### config.mk
export PLATFORM = sky130hd
export DESIGN_NAME = ccrc_top
export DESIGN_NICKNAME = d
export VERILOG_FILES = /design/src/hdl/ccrc_pkg.sv /design/src/hdl/ccrc_top.sv
export VERILOG_INCLUDE_DIRS = /design/src /design/src/hdl
export SDC_FILE = /design/constraint.sdc
export NUM_CORES = 1
export LEC_CHECK = 0
export BUFFER_PORTS_ARGS = -buffer_cell sky130_fd_sc_hd__buf_2
export CAP_MARGIN = 20
export CORE_MARGIN = 1.5
export CORE_UTILIZATION = 25
export CTS_BUF_LIST = sky130_fd_sc_hd__clkbuf_4 sky130_fd_sc_hd__clkbuf_8
export CTS_CLUSTER_DIAMETER = 30
export CTS_CLUSTER_SIZE = 30
export DETAILED_ROUTE_END_ITERATION = 10
export GPL_ROUTABILITY_DRIVEN = 0
export GPL_TIMING_DRIVEN = 0
export MAX_ROUTING_LAYER = met4
export PLACE_DENSITY = 0.49
export SETUP_SLACK_MARGIN = 0.1
export SYNTH_ARGS = -nofsm -noshare
export SYNTH_HDL_FRONTEND = slang
export SYNTH_SLANG_ARGS = --single-unit
export TNS_END_PERCENT = 10
### constraint.sdc
create_clock -name clk_sys -period 4.1 [get_ports clk_sys]
set_input_delay 0.205 -clock clk_sys [delete_from_list [all_inputs] [get_ports clk_sys]]
set_output_delay 0.205 -clock clk_sys [all_outputs]
set_load 0.01 [all_outputs]
### src/hdl/ccrc_params.svh
// Register map, field positions, reset values and timing counts
`ifndef CCRC_PARAMS_SVH
`define CCRC_PARAMS_SVH
`define CCRC_OFF_RESET_CAUSE_RECORD 12'h05c
`define CCRC_OFF_RCC 12'h060
`define CCRC_OFF_IST 12'h064
`define CCRC_OFF_IMSK 12'h068
`define CCRC_RCC_ACG 27
`define CCRC_RCC_SDIV_HI 26
`define CCRC_RCC_SDIV_LO 23
`define CCRC_RCC_USESDIV 22
`define CCRC_RCC_USEPDIV 20
`define CCRC_RCC_PDIV_HI 19
`define CCRC_RCC_PDIV_LO 17
`define CCRC_RCC_BYPASS 11
`define CCRC_SDIV_RST 4'hf
`define CCRC_PDIV_RST 3'h7
`define CCRC_PDIV_MAX 3'h5
`define CCRC_MIN_SDIV 4'h3
`define CCRC_SDIV_ZERO 4'h0
`define CCRC_SDIV_ONE 4'h1
`define CCRC_CAUSE_PIN 6'h01
`define CCRC_SETTLE 3'h4
`define CCRC_RESP_OK 2'h0
`define CCRC_RESP_ERR 2'h2
`define CCRC_IST_CAP 0
`define CCRC_IST_CLAMP 1
`define CCRC_SYSCLK_MHZ 25
`endif

### src/hdl/ccrc_pkg.sv
// Shared types of the clock configuration and reset cause block
package ccrc_pkg;
  typedef struct packed {
    logic regulator_fail_cause;
    logic soft_reset_cause;
    logic watchdog_cause;
    logic brownout_cause;
    logic poweron_cause;
    logic pin_reset_cause;
  } ccrc_cause_t;
  typedef enum logic [1:0] {
    CCRC_PM_RUN = 2'b00,
    CCRC_PM_SLEEP = 2'b01,
    CCRC_PM_DEEP = 2'b10
  } ccrc_pmode_t;
  typedef struct packed {
    logic [31:0] run_gating_set;
    logic [31:0] sleep_gating_set;
    logic [31:0] deep_sleep_gating_set;
  } ccrc_gating_t;
  typedef struct packed {
    logic osc_select;
    logic system_divisor_active;
    logic [3:0] system_divisor;
    logic pwm_divided;
    logic [2:0] pwm_divisor;
  } ccrc_clkctl_t;
endpackage

### src/hdl/ccrc_top.sv
// Reset cause record and run-mode clock configuration with AXI4-Lite access
//
// Functional notes
// - A pin reset sets the pin cause flag and clears all others.
// - Any other reset keeps set flags and adds its own flag.
// - Bit 5 records regulator power loss, bit 4 a software reset.
// - Bit 3 records a watchdog reset, bit 2 a brown-out reset.
// - Bit 1 records power-on, bit 0 the reset pin; bits 31:6 reserved.
// - Cause record has no fixed reset value; it follows the causes seen.
// - Auto gating set selects sleep or deep-sleep gating set in those modes.
// - Auto gating clear keeps the run gating set in both sleep modes.
// - Run mode always uses the run gating set.
// - System divisor divides by value plus one; low codes reserved.
// - Divisor below minimum with the PLL is replaced by the minimum.
// - Use-system-divider set routes the system clock through the divider.
// - The divider always applies while the PLL is the source.
// - Use-PWM-divider set clocks PWM from the PWM divider output.
// - Bypass set runs from the oscillator, clear from the divided PLL.
// - PWM divisor divides by 2 to 64; codes 6 and 7 give 64.
//
// Local design decision: the AXI4-Lite interface to the registers.
`timescale 1ns/1ns
`include "ccrc_params.svh"

module ccrc_top
  import ccrc_pkg::*;
(
  input wire logic clk_sys,
  input wire logic nrst,
  input wire logic ce,
  input wire ccrc_cause_t cause_in,
  input wire ccrc_pmode_t pmode_in,
  input wire ccrc_gating_t gating_in,
  output logic [31:0] periph_clk_en,
  output ccrc_clkctl_t clkctl,
  output logic sys_tick,
  output logic pwm_tick,
  output logic irq,
  input wire logic [31:0] s_axi_awaddr,
  input wire logic s_axi_awvalid,
  output logic s_axi_awready,
  input wire logic [31:0] s_axi_wdata,
  input wire logic [3:0] s_axi_wstrb,
  input wire logic s_axi_wvalid,
  output logic s_axi_wready,
  output logic [1:0] s_axi_bresp,
  output logic s_axi_bvalid,
  input wire logic s_axi_bready,
  input wire logic [31:0] s_axi_araddr,
  input wire logic s_axi_arvalid,
  output logic s_axi_arready,
  output logic [31:0] s_axi_rdata,
  output logic [1:0] s_axi_rresp,
  output logic s_axi_rvalid,
  input wire logic s_axi_rready
);

  // ==========================================================
  // Helpers
  function automatic logic [3:0] eff_divisor(input logic [3:0] code, input logic bypass);
    logic [3:0] r;
    r = code;
    if (!bypass && code < `CCRC_MIN_SDIV) begin
      r = `CCRC_MIN_SDIV;
    end else if (code == `CCRC_SDIV_ZERO) begin
      r = `CCRC_SDIV_ONE;
    end
    return r;
  endfunction

  function automatic logic hit(input logic [31:0] a, input logic [11:0] off);
    return (a[31:12] == 20'h0_0000) && (a[11:2] == off[11:2]);
  endfunction

  // ==========================================================
  // Cause input synchroniser and capture after reset release
  ccrc_cause_t sync1_reg, sync2_reg, sync3_reg, filt_reg;
  logic [2:0] settle_reg;
  logic cap_done_reg;
  logic cap_go;
  logic [5:0] reset_cause_record_reg;

  always_ff @(posedge clk_sys or negedge nrst) begin
    if (!nrst) begin
      sync1_reg <= '0;
      sync2_reg <= '0;
      sync3_reg <= '0;
      filt_reg <= '0;
    end else if (ce) begin
      sync1_reg <= cause_in;
      sync2_reg <= sync1_reg;
      sync3_reg <= sync2_reg;
      for (int i = 0; i < 6; i++) begin
        if (sync2_reg[i] == sync3_reg[i]) begin
          filt_reg[i] <= sync3_reg[i];
        end
      end
    end
  end

  assign cap_go = ce && !cap_done_reg && (settle_reg == `CCRC_SETTLE);

  always_ff @(posedge clk_sys or negedge nrst) begin
    if (!nrst) begin
      settle_reg <= 3'h0;
      cap_done_reg <= 1'b0;
    end else if (ce && !cap_done_reg) begin
      if (cap_go) begin
        cap_done_reg <= 1'b1;
      end else begin
        settle_reg <= settle_reg + 3'h1;
      end
    end
  end

  // ==========================================================
  // AXI4-Lite write side
  logic aw_got_reg, w_got_reg, do_wr, aw_take, w_take;
  logic [31:0] awaddr_reg, wdata_reg;
  logic [3:0] wstrb_reg;
  logic aw_full_next, w_full_next;

  assign aw_take = s_axi_awvalid && s_axi_awready;
  assign w_take = s_axi_wvalid && s_axi_wready;
  assign do_wr = ce && aw_got_reg && w_got_reg && !s_axi_bvalid;
  assign aw_full_next = aw_got_reg ? !do_wr : aw_take;
  assign w_full_next = w_got_reg ? !do_wr : w_take;

  always_ff @(posedge clk_sys or negedge nrst) begin
    if (!nrst) begin
      aw_got_reg <= 1'b0;
      w_got_reg <= 1'b0;
      s_axi_awready <= 1'b0;
      s_axi_wready <= 1'b0;
      awaddr_reg <= 32'h0000_0000;
      wdata_reg <= 32'h0000_0000;
      wstrb_reg <= 4'h0;
      s_axi_bvalid <= 1'b0;
      s_axi_bresp <= `CCRC_RESP_OK;
    end else if (ce) begin
      aw_got_reg <= aw_full_next;
      w_got_reg <= w_full_next;
      s_axi_awready <= !aw_full_next;
      s_axi_wready <= !w_full_next;
      if (aw_take) begin
        awaddr_reg <= s_axi_awaddr;
      end
      if (w_take) begin
        wdata_reg <= s_axi_wdata;
        wstrb_reg <= s_axi_wstrb;
      end
      if (do_wr) begin
        s_axi_bvalid <= 1'b1;
        s_axi_bresp <= (hit(awaddr_reg, `CCRC_OFF_RESET_CAUSE_RECORD) || hit(awaddr_reg, `CCRC_OFF_RCC) ||
                        hit(awaddr_reg, `CCRC_OFF_IST) || hit(awaddr_reg, `CCRC_OFF_IMSK)) ?
                       `CCRC_RESP_OK : `CCRC_RESP_ERR;
      end else if (s_axi_bready) begin
        s_axi_bvalid <= 1'b0;
      end
    end
  end

  // Byte-lane merge of a write into a register image
  function automatic logic [31:0] merge(input logic [31:0] old, input logic [31:0] d, input logic [3:0] s);
    logic [31:0] r;
    r = old;
    for (int b = 0; b < 4; b++) begin
      if (s[b]) begin
        r[b*8 +: 8] = d[b*8 +: 8];
      end
    end
    return r;
  endfunction

  logic wr_reset_cause_record, wr_rcc, wr_ist, wr_imsk;
  assign wr_reset_cause_record = do_wr && hit(awaddr_reg, `CCRC_OFF_RESET_CAUSE_RECORD);
  assign wr_rcc = do_wr && hit(awaddr_reg, `CCRC_OFF_RCC);
  assign wr_ist = do_wr && hit(awaddr_reg, `CCRC_OFF_IST);
  assign wr_imsk = do_wr && hit(awaddr_reg, `CCRC_OFF_IMSK);

  // ==========================================================
  // Reset cause record: no reset term, survives nrst
  always_ff @(posedge clk_sys) begin
    if (cap_go) begin
      if (filt_reg.pin_reset_cause) begin
        reset_cause_record_reg <= `CCRC_CAUSE_PIN;
      end else begin
        reset_cause_record_reg <= reset_cause_record_reg | filt_reg;
      end
    end else if (wr_reset_cause_record && wstrb_reg[0]) begin
      reset_cause_record_reg <= wdata_reg[5:0];
    end
  end

  // ==========================================================
  // Run-mode clock configuration
  logic acg_reg, usesdiv_reg, usepdiv_reg, bypass_reg;
  logic [3:0] sdiv_reg;
  logic [2:0] pdiv_reg;
  logic [31:0] rcc_img, rcc_new;
  logic clamp_evt;

  assign rcc_img = {4'h0, acg_reg, sdiv_reg, usesdiv_reg, 1'b0, usepdiv_reg, pdiv_reg,
                    5'h00, bypass_reg, 11'h000};
  assign rcc_new = merge(rcc_img, wdata_reg, wstrb_reg);
  assign clamp_evt = wr_rcc && !rcc_new[`CCRC_RCC_BYPASS] &&
                     (rcc_new[`CCRC_RCC_SDIV_HI:`CCRC_RCC_SDIV_LO] < `CCRC_MIN_SDIV);

  always_ff @(posedge clk_sys or negedge nrst) begin
    if (!nrst) begin
      acg_reg <= 1'b0;
      sdiv_reg <= `CCRC_SDIV_RST;
      usesdiv_reg <= 1'b0;
      usepdiv_reg <= 1'b0;
      pdiv_reg <= `CCRC_PDIV_RST;
      bypass_reg <= 1'b1;
    end else if (wr_rcc) begin
      acg_reg <= rcc_new[`CCRC_RCC_ACG];
      sdiv_reg <= rcc_new[`CCRC_RCC_SDIV_HI:`CCRC_RCC_SDIV_LO];
      usesdiv_reg <= rcc_new[`CCRC_RCC_USESDIV];
      usepdiv_reg <= rcc_new[`CCRC_RCC_USEPDIV];
      pdiv_reg <= rcc_new[`CCRC_RCC_PDIV_HI:`CCRC_RCC_PDIV_LO];
      bypass_reg <= rcc_new[`CCRC_RCC_BYPASS];
    end
  end

  // ==========================================================
  // Interrupt status (write one to clear, set wins) and mask
  logic [1:0] ist_reg, imsk_reg, ist_next, imsk_next, ist_set;
  assign ist_set = {clamp_evt, cap_go};

  always_comb begin
    ist_next = ist_reg;
    imsk_next = imsk_reg;
    if (wr_ist && wstrb_reg[0]) begin
      ist_next = ist_next & ~wdata_reg[1:0];
    end
    ist_next = ist_next | ist_set;
    if (wr_imsk && wstrb_reg[0]) begin
      imsk_next = wdata_reg[1:0];
    end
  end

  always_ff @(posedge clk_sys or negedge nrst) begin
    if (!nrst) begin
      ist_reg <= 2'h0;
      imsk_reg <= 2'h0;
      irq <= 1'b0;
    end else if (ce) begin
      ist_reg <= ist_next;
      imsk_reg <= imsk_next;
      irq <= |(ist_next & imsk_next);
    end
  end

  // ==========================================================
  // AXI4-Lite read side
  logic ar_take;
  assign ar_take = s_axi_arvalid && s_axi_arready;

  always_ff @(posedge clk_sys or negedge nrst) begin
    if (!nrst) begin
      s_axi_arready <= 1'b0;
      s_axi_rvalid <= 1'b0;
      s_axi_rdata <= 32'h0000_0000;
      s_axi_rresp <= `CCRC_RESP_OK;
    end else if (ce) begin
      s_axi_arready <= s_axi_rvalid ? s_axi_rready : !ar_take;
      if (ar_take) begin
        s_axi_rvalid <= 1'b1;
        s_axi_rresp <= `CCRC_RESP_OK;
        if (hit(s_axi_araddr, `CCRC_OFF_RESET_CAUSE_RECORD)) begin
          s_axi_rdata <= {26'h000_0000, reset_cause_record_reg};
        end else if (hit(s_axi_araddr, `CCRC_OFF_RCC)) begin
          s_axi_rdata <= rcc_img;
        end else if (hit(s_axi_araddr, `CCRC_OFF_IST)) begin
          s_axi_rdata <= {30'h0000_0000, ist_reg};
        end else if (hit(s_axi_araddr, `CCRC_OFF_IMSK)) begin
          s_axi_rdata <= {30'h0000_0000, imsk_reg};
        end else begin
          s_axi_rdata <= 32'h0000_0000;
          s_axi_rresp <= `CCRC_RESP_ERR;
        end
      end else if (s_axi_rready) begin
        s_axi_rvalid <= 1'b0;
      end
    end
  end

  // ==========================================================
  // Clock selection, gating and divided tick outputs
  logic [3:0] eff_sdiv;
  logic div_on;
  logic [4:0] sdiv_cnt_reg;
  logic [6:0] pdiv_cnt_reg, pdiv_last;
  logic [2:0] pdiv_sh;

  assign eff_sdiv = eff_divisor(sdiv_reg, bypass_reg);
  assign div_on = usesdiv_reg || !bypass_reg;
  assign pdiv_sh = (pdiv_reg > `CCRC_PDIV_MAX) ? `CCRC_PDIV_MAX : pdiv_reg;
  assign pdiv_last = 7'((7'h02 << pdiv_sh) - 7'h01);

  always_ff @(posedge clk_sys or negedge nrst) begin
    if (!nrst) begin
      periph_clk_en <= 32'h0000_0000;
      clkctl <= '0;
    end else if (ce) begin
      unique case (pmode_in)
        CCRC_PM_RUN: periph_clk_en <= gating_in.run_gating_set;
        CCRC_PM_SLEEP: periph_clk_en <= acg_reg ? gating_in.sleep_gating_set : gating_in.run_gating_set;
        CCRC_PM_DEEP: periph_clk_en <= acg_reg ? gating_in.deep_sleep_gating_set : gating_in.run_gating_set;
        default: periph_clk_en <= gating_in.run_gating_set;
      endcase
      clkctl.osc_select <= bypass_reg;
      clkctl.system_divisor_active <= div_on;
      clkctl.system_divisor <= eff_sdiv;
      clkctl.pwm_divided <= usepdiv_reg;
      clkctl.pwm_divisor <= pdiv_sh;
    end
  end

  always_ff @(posedge clk_sys or negedge nrst) begin
    if (!nrst) begin
      sdiv_cnt_reg <= 5'h00;
      pdiv_cnt_reg <= 7'h00;
      sys_tick <= 1'b0;
      pwm_tick <= 1'b0;
    end else if (ce) begin
      if (!div_on || sdiv_cnt_reg >= {1'b0, eff_sdiv}) begin
        sdiv_cnt_reg <= 5'h00;
        sys_tick <= 1'b1;
      end else begin
        sdiv_cnt_reg <= sdiv_cnt_reg + 5'h01;
        sys_tick <= 1'b0;
      end
      if (!usepdiv_reg || pdiv_cnt_reg >= pdiv_last) begin
        pdiv_cnt_reg <= 7'h00;
        pwm_tick <= 1'b1;
      end else begin
        pdiv_cnt_reg <= pdiv_cnt_reg + 7'h01;
        pwm_tick <= 1'b0;
      end
    end
  end
endmodule // ccrc_top

## Yosys cells after proc, flatten, opt, wreduce, memory -nomap -nowiden

Cells that the tools add are included.

- Add/subtract/negate cells: 4
- Magnitude comparators: 5
- Eq/ne operators: 17
- Shift-type cells: 1
- Multiplexer cells: 34
- Bitwise gates (word level): 6
- Reduce and logical (&&, ||, !) cells: 65

Operator list:

| cell | number |
|---|---|
| 10-bit by 5-bit equality test with 1-bit output, second input constant | 8 |
| 32-bit two-way mux | 2 |
| 32-bit one-hot mux with 2 select lines | 1 |
| 28-bit two-way mux | 2 |
| 20-bit logical NOT | 2 |
| 2-bit AND reduction | 16 |
| 1-bit logical AND | 26 |
| 2-bit two-way mux | 9 |
| 6-bit two-way mux | 3 |
| 4-bit two-way mux | 3 |
| 1-bit logical NOT | 10 |
| 1-bit two-way mux | 9 |
| 4-bit by 2-bit < comparator with 1-bit output, second input constant | 2 |
| 8-bit two-way mux | 1 |
| 7-bit by 1-bit adder with 7-bit output, second input constant | 1 |
| 7-bit greater-or-equal comparator | 1 |
| 7-bit two-way mux | 1 |
| 2-bit by 3-bit left shift with 7-bit output, first input constant | 1 |
| 7-bit by 1-bit subtractor with 7-bit output, second input constant | 1 |
| 1-bit equality test | 6 |
| 1-bit logical OR | 6 |
| 3-bit two-way mux | 2 |
| 6-bit OR | 1 |
| 2-bit nonzero test | 3 |
| 14 further kinds | 15 |

- Bits in registers: 213
- Input port bits: 212
- Word-level logic and storage cells: 191

## Longest topological paths before layout

Gate-level depths: netlist of the first run.

- Word-level depth: 9
- Mapped depth: 9
- Depth with buffers taken out: 9

## Worst setup path before layout of the first run

Ideal clock, no wire load.

- Path type: reg-to-reg
- From: register pdiv_reg[2]
- To: register pdiv_cnt_reg[2]
- Library setup time: 0.087 ns
- Arrival: 2.142 ns
- Required time: 4.013 ns
- Slack: 1.872 ns
- Stages on the path, launching flop included: 10
- Path buffers: 1
- Cell sequence: dfstp_2 > clkbuf_1 > nor3_1 > ha_1 > a21o_1 > a21o_1 > a21oi_1 > o21ai_1 > or4b_1 > o211ai_1

- Longest elaborated chain between the ends: 7

Ends and longest elaborated chain:

| element | RTL line | source |
|---|---|---|
| start: declaration | ccrc_top.sv:199 | `logic [2:0] pdiv_reg;` |
| start signal: assignment | ccrc_top.sv:215 | `` pdiv_reg <= `CCRC_PDIV_RST; `` |
| start signal: assignment | ccrc_top.sv:222 | `` pdiv_reg <= rcc_new[`CCRC_RCC_PDIV_HI:`CCRC_RCC_PDIV_LO]; `` |
| 3-bit greater-than comparator (no line) | - |  |
| 3-bit two-way mux (*) | ccrc_top.sv:300 | `` assign pdiv_sh = (pdiv_reg > `CCRC_PDIV_MAX) ? `CCRC_PDIV_MAX : pdiv_reg; `` |
| 2-bit by 3-bit left shift with 7-bit output (*) | ccrc_top.sv:301 | `assign pdiv_last = 7'((7'h02 << pdiv_sh) - 7'h01);` |
| 7-bit by 1-bit subtractor with 7-bit output (*) | ccrc_top.sv:301 |  |
| 7-bit greater-or-equal comparator (*) | ccrc_top.sv:336 | `if (!usepdiv_reg \|\| pdiv_cnt_reg >= pdiv_last) begin` |
| 1-bit logical OR (*) | ccrc_top.sv:336 |  |
| 7-bit two-way mux (*) | ccrc_top.sv:336 |  |
| end signal: assignment | ccrc_top.sv:340 | `pdiv_cnt_reg <= pdiv_cnt_reg + 7'h01;` |
| end: declaration | ccrc_top.sv:295 | `logic [6:0] pdiv_cnt_reg, pdiv_last;` |

Every way passes the cells marked *; elsewhere a longest branch is shown, timed or not.
A chain may end at the register's enable or synchronous reset.

## Worst setup path after layout of the first run

- From: register pdiv_reg[2]
- To: register pwm_tick

- Longest elaborated chain between the ends: 7

Ends and longest elaborated chain:

| element | RTL line | source |
|---|---|---|
| 3-bit greater-than comparator (no line) | - |  |
| 3-bit two-way mux (*) | ccrc_top.sv:300 |  |
| 2-bit by 3-bit left shift with 7-bit output (*) | ccrc_top.sv:301 |  |
| 7-bit by 1-bit subtractor with 7-bit output (*) | ccrc_top.sv:301 |  |
| 7-bit greater-or-equal comparator (*) | ccrc_top.sv:336 |  |
| 1-bit logical OR (*) | ccrc_top.sv:336 |  |
| 1-bit two-way mux (*) | ccrc_top.sv:336 |  |
| end signal: assignment | ccrc_top.sv:327 | `pwm_tick <= 1'b0;` |
| end signal: assignment | ccrc_top.sv:338 | `pwm_tick <= 1'b1;` |
| end signal: assignment | ccrc_top.sv:341 | `pwm_tick <= 1'b0;` |
| end: declaration | ccrc_top.sv:37 | `output logic pwm_tick,` |

Marks and branches as above.

==> results.yml, run 1 <==
power:
  internal_power_uw: 3414
  comb_power_share_pct: 22.6
  power_frac_seq_pct: 50.9
  clkPwrFrac_pct: 26.4
  vdd_drop_max_uv: 224.9
  switching_share_pct: 32.32
  power_density_nw_per_um2: 430.1
  p_leak_uw: 0.005402
  power_uw: 5045
  switchingPower_uw: 1630
global_routing:
  grt.total_usage_pct: 15.12
  grt_max_degree: 98
  grt_pass1_vias: 7288
  antenna_found_initial: 1
  grt_pass1_wl_mm: 40.02
  overflow: 0
logic_synthesis:
  synthesis.area_um2: 8464
  yosysTopAreaCell: "dfrtp_1"
  synth_edf_count: 6
  synth_top_area_share_pct: 49.96
  async_reset_ff_share_pct: 96.72
  synthFlopType: "dfrtp_1"
  yosysWarningCount: 0
  synth_cells: 771
  avgSynthCellArea_um2: 10.98
  yosysUniqueCellTypes: 59
  yosysSeqAreaShare_pct: 54.58
  ys_ff_latch: 183
  synth_area_leaders: "dfrtp_1 50%, mux2_1 11%, a21oi_1 5.6%"
worst_hold_path:
  hold_path_class: "in2reg"
timing:
  skew_ns: 0.02054
  setup_viol: 0
  fmax_mhz: 394.7
  timing.final.hold_violations: 0
  maxSlewHeadroom_pct: 43.93
  slew_violations: 0
  worstMarginPinSlew_ns: 0.8410
  min_period_ns: 2.533
  whs_ns: 0.03923
  fin_crit_sh_pct: 61.79
  rsz0062_at_grt: "no"
worst_setup_path:
  startpoint_type: "register"
  worst-setup-path-type: "reg2reg"
  critPathBufInv: 1
  worstPathCellList: "clkbuf_1, nor3_1, ha_1, a21o_1, a21o_1, a21oi_1, nand2b_1, a21oi_1, mux2_2"
  cp-end-kind: "register"
  worstPathMaxFanout: 9
  crit_family: "compound AO/OA/AOI/OAI gates"
  worstPathRequired_ns: 4.53
  r2r_slack_ns: 1.57
  cp.arrival_ns: 2.96
  cp_slowest_stage_delay_ns: 0.53
  cpMaxStageDelayCell: "dfstp_2"
route:
  antenna_left: 0
  vias: 7129
  wl_per_cell_um: 15.41
  drc_errors: 0
  routed_wl_mm: 24.92
  first_pass_iters: 5
  viasPerCell: 4.409
  first_iter_violations: 331
clocking:
  insertion_delay_ns: 0.50
  cts.clk_slew.worst_paths_ns: 0.10
  cts_tree: "yes"
  cts-buffers-inserted: 17
  cts_resized: 0
  clockBufferDepth: 2
  hold_buffers: 87
  cts_sinks: 183
  post_cts_buffers: 0
  htreeDepth: 4
  cts-root-buf: "clkbuf_8"
floorplanning:
  dieArea_um2: 34970
  die_h_um: 187.0
  num_rows: 67
  die_w_um: 187.0
  start_util_pct: 25.31
  coreArea_um2: 33450
  num_io_pins: 298
finish:
  largest_reg_flops: 32
  nFillCells: 3424
  drive_gt1_share_pct: 29.02
  final_nets: 1383
  syn_to_final_growth_pct: 38.58
outcome:
  status: "complete, no violations"
place:
  portBuffers: 261
  hpwl_mm: 18.39
run:
  max_cap_viol_count: 0
-- layout make-up --
| cell class | count | area (um^2) | share of cell area, % |
|---|---|---|---|
| Multi-Input combinational cell | 523 | 3531 | 30.10 |
| Clock buffer | 18 | 247.7 | 2.112 |
| Antenna cell | 1 | 2.502 | 0.02133 |
| Timing Repair Buffer | 349 | 2215 | 18.88 |
| Clock inverter | 14 | 180.2 | 1.536 |
| Inverter | 22 | 82.58 | 0.7040 |
| Sequential cell | 183 | 4619 | 39.38 |
| Buffer | 59 | 291.5 | 2.485 |
| Tap cell | 448 | 560.5 | 4.779 |
-- stage by stage --
stage	area (um^2)	std cells	worst slack (ns)	TNS (ns)	util, %
2_1_floorplan	8524	787	1.872	0	-
3_3_place_gp	10390	1496	-0.3227	-49.60	31.07
3_5_place_dp	10430	1497	1.530	0	31.18
4_1_cts	11730	1616	1.530	0	35.06
5_1_grt	11730	1617	1.354	0	35.07
6_report	11730	1617	1.567	0	35.07
-- metal layers --
layer	part of all wire [%]	vias up	track usage (%)	wire, um
met1	47	3455	19.51	11690
met5	0	-	-	0
li1	-	3495	-	-
met2	48	156	24.01	12030
met4	1.6	0	5.087	398
met3	3.2	23	2.608	804
-- power groups by stage --
| stage | clock (uW) | combinational, uW | sequential (uW) |
|---|---|---|---|
| 2_1_floorplan | 0 | 685 | 2560 |
| 3_3_place_gp | 0 | 1070 | 2600 |
| 3_5_place_dp | 0 | 1090 | 2610 |
| 4_1_cts | 1390 | 1160 | 2570 |
| 5_1_grt | 1480 | 1290 | 2640 |
| 6_report | 1330 | 1140 | 2570 |
-- cell usage after synthesis, drive strengths merged (2+ instances only) --
cell     count
nor4        12
o21a         2
a21o         5
and3         4
a31oi        6
o31ai        5
nor2b        5
xor2         2
o21ai       36
o2bb2ai      5
nand3        8
a21oi       94
nand3b       2
nor3        10
mux2        84
nor3b        2
dfstp        8
nand2       34
mux2i        3
dfrtp      169
nor4b        2
nor2        87
inv         22
a22o        17
conb         2
buf         31
edfxtp       6
and2         2
nand4        5
clkbuf      28
xnor2        3
nand2b       9
a22oi       34
ha          16
-- placed cells by master, fill, tap and decap left out, types with 5 or more instances in the layout --
cell type and n:
a21oi_1 94, nor2b_1 5, nand2_1 32, dfstp_2 8
nand3_1 7, conb_1 18, buf_1 11, o2bb2ai_1 5
a31oi_1 6, buf_2 262, o31ai_1 5, a22o_1 17
buf_4 18, dfrtp_1 169, nor4_1 7, nand2b_1 8
nor2_1 87, a22oi_1 34, inv_1 21, o21ai_1 24
mux2_1 82, o21ai_0 12, clkbuf_8 18, edfxtp_1 6
ha_1 16, nor3_1 9, dlygate4sd3_1 87, clkbuf_1 28
a21o_1 5
-- cell families (layout without fill, tap and decap cells) --
logic type                 Yosys count  after routing  synth area share (%)
AOI/OAI and AO/OA                  210            210                 15.08
and+or+nand+nor                    187            187                 11.43
buffers and inverters               81            462                 4.420
muxes                               87             87                 11.53
other                                2             19               0.08872
DFF                                183            183                 54.58
xor gates and xnor gates             5              5                0.5175
adders and majority gates           16             16                 2.365
-- final timing paths --
| path | startpoint | to | cells past startpoint |
|---|---|---|---|
| worst min register to register | sys_tick | sys_tick | 1 |
| max in group asynchronous | nrst | sdiv_reg[3] | 3 |
| worst max-delay path | pdiv_reg[2] | pwm_tick | 9 |
| worst max register to register | pdiv_reg[2] | pwm_tick | 9 |
| min in group asynchronous | nrst | awaddr_reg[24] | 2 |
| worst min-delay path | gating_in[67] | periph_clk_en[3] | 3 |
-- worst register-to-register path, stage by stage, from the launching register on --
cell,delay [ns]
dfstp_2,0.53
clkbuf_1,0.33
nor3_1,0.12
ha_1,0.29
a21o_1,0.10
a21o_1,0.11
a21oi_1,0.07
nand2b_1,0.14
a21oi_1,0.53
mux2_2,0.27
(Power assumes the default switching activity.)
==> run 2, diff against run 1 <==
clock period = 2.5 ns   (was 4.1 ns; I/O delays follow)
==> run 2 against run 1 <==
  * Total power increased by 65%
  * Clock power rose by 65%
  * Clock-buffer cell count did not move
  * Sequential power rose by 64%
  * Critical path type unchanged
  * Combinational power up 68%
==> results.yml, run 2 (synthesis gave the netlist of run 1 again) <==
outcome:
  status: "complete, no violations"
timing:
  setup_tns_ns: 0
  timing.final.hold_violations: 0
  setup_viol: 0
  worstMarginPinSlew_ns: 0.8434
  slew_violations: 0
  rsz0062_at_grt: "yes"
  skew_ns: 0.01981
  fmax_mhz: 441.3
  fin_crit_sh_pct: 90.64
  min_period_ns: 2.266
  whs_ns: 0.04699
  maxSlewHeadroom_pct: 43.77
worst_hold_path:
  hold_path_class: "in2reg"
place:
  place_inst: 1497
  hpwl_mm: 18.39
  portBuffers: 261
finish:
  final_nets: 1394
  largest_reg_flops: 32
  postLayoutCoreUtil_pct: 35.46
  drive_gt1_share_pct: 29.18
  syn_to_final_growth_pct: 40.13
  layout_common_cells: "262 x buf_2, 169 x dfrtp_1, 98 x dlygate4sd3_1"
  stdcell_count: 1628
  mostFrequentLayoutCell: "buf_2"
floorplanning:
  num_rows: 67
  die_w_um: 187.0
  coreArea_um2: 33450
  die_h_um: 187.0
  dieArea_um2: 34970
  num_io_pins: 298
  start_util_pct: 25.31
global_routing:
  overflow: 0
  grt_pass1_vias: 7369
  grt_pass1_wl_mm: 40.23
  antenna_found_initial: 1
  grt.total_usage_pct: 15.18
  grt_max_degree: 98
worst_setup_path:
  cp-end-kind: "register"
  startpoint_type: "register"
  worstPathCellList: "nor4_4, nand4_2, nor4_4, mux2_1, and2_1, a221o_1"
  worstPathRequired_ns: 2.88
  cp.arrival_ns: 2.65
  cp_slowest_stage_delay_ns: 0.42
  critical_path.most_common_cell: "nor4_4"
  cpMaxStageDelayCell: "dfrtp_1"
  worstPathMaxFanout: 2
  worst-setup-path-type: "reg2reg"
clocking:
  cts.clk_slew.worst_paths_ns: 0.11
  cts-buffers-inserted: 17
  cts-root-buf: "clkbuf_8"
  clockBufferDepth: 2
  htreeDepth: 4
  cts_sinks: 183
  cts_tree: "yes"
  insertion_delay_ns: 0.50
route:
  routed_wl_mm: 25.04
  first_pass_iters: 4
  vias: 7175
  antenna_left: 0
  drc_errors: 0
  wl_per_cell_um: 15.38
  viasPerCell: 4.407
  first_iter_violations: 297
power:
  vdd_drop_max_uv: 374.7
  p_leak_uw: 0.005459
  power_density_nw_per_um2: 701.5
run:
  max_cap_viol_count: 0
## run 2: cell count changes in the layout (fill, tap and decap cells not counted), sizes merged
| cell | change |
|---|---|
| buf | +2 |
| clkbuf | -2 |
| dlygate4sd3 | +11 |
## run 2: metrics by stage
stage / instance area (um^2) / power (uW) / setup slack [ns]
final: 11860 / 8320 / 0.2341
after global routing: 11860 / 8910 / 0.08973
after CTS: 11830 / 8431 / 0.1981
after detailed placement: 10430 / 6066 / -0.06980
after global placement: 10390 / 6010 / -1.843
after floorplan: 8524 / 5317 / 0.2715
## run 2: path summary, 6_finish.rpt
kind | from | end | cells after the start | slack (ns)
hold / removal | s_axi_araddr[8] | s_axi_rresp[1] | 5 | 0.05
max in group asynchronous | nrst | pdiv_reg[2] | 3 | 1.36
setup reg to reg | awaddr_reg[16] | irq | 6 | 0.23
setup / recovery | awaddr_reg[16] | irq | 6 | 0.23
min in group asynchronous | nrst | awaddr_reg[24] | 2 | 0.23
hold reg to reg | sys_tick | sys_tick | 1 | 0.49
## run 2: routing by layer
| layer | GRT usage, % | share of wire [%] |
|---|---|---|
| met5 | - | 0 |
| met4 | 5.273 | 2.0 |
| met3 | 2.570 | 3.5 |
| met2 | 24.08 | 48 |
| met1 | 19.57 | 46 |
## run 2: cell type report
type	instances	area, um^2
Timing Repair Buffer	362	2340
Fill cell	3407	21590
Inverter	22	82.58
Multi-Input combinational cell	523	3545
Antenna cell	1	2.502
Tap cell	448	560.5
Sequential cell	183	4619
Clock buffer	18	247.7
Clock inverter	14	180.2
Buffer	57	284.0
## run 2: timing repair
action,CTS,global route
gates resized for setup,1,2
hold endpoints to repair,192,0
hold buffers,98,0
endpoints found under the setup margin,8,9
setup buffers,0,2
## run 2: power breakdown
part / switching (uW) / internal [uW]
combinational: 925 / 981
clock: 1230 / 962
sequential: 537 / 3680
total: 2690 / 5630
## run 2: critical path, delay by kind of cell (launching register included)
kind | cells | cell delay [ns]
AND/OR/NAND/NOR | 4 | 1.06
flip-flops | 1 | 0.42
AO/OA/AOI/OAI | 1 | 0.30
multiplexers | 1 | 0.37
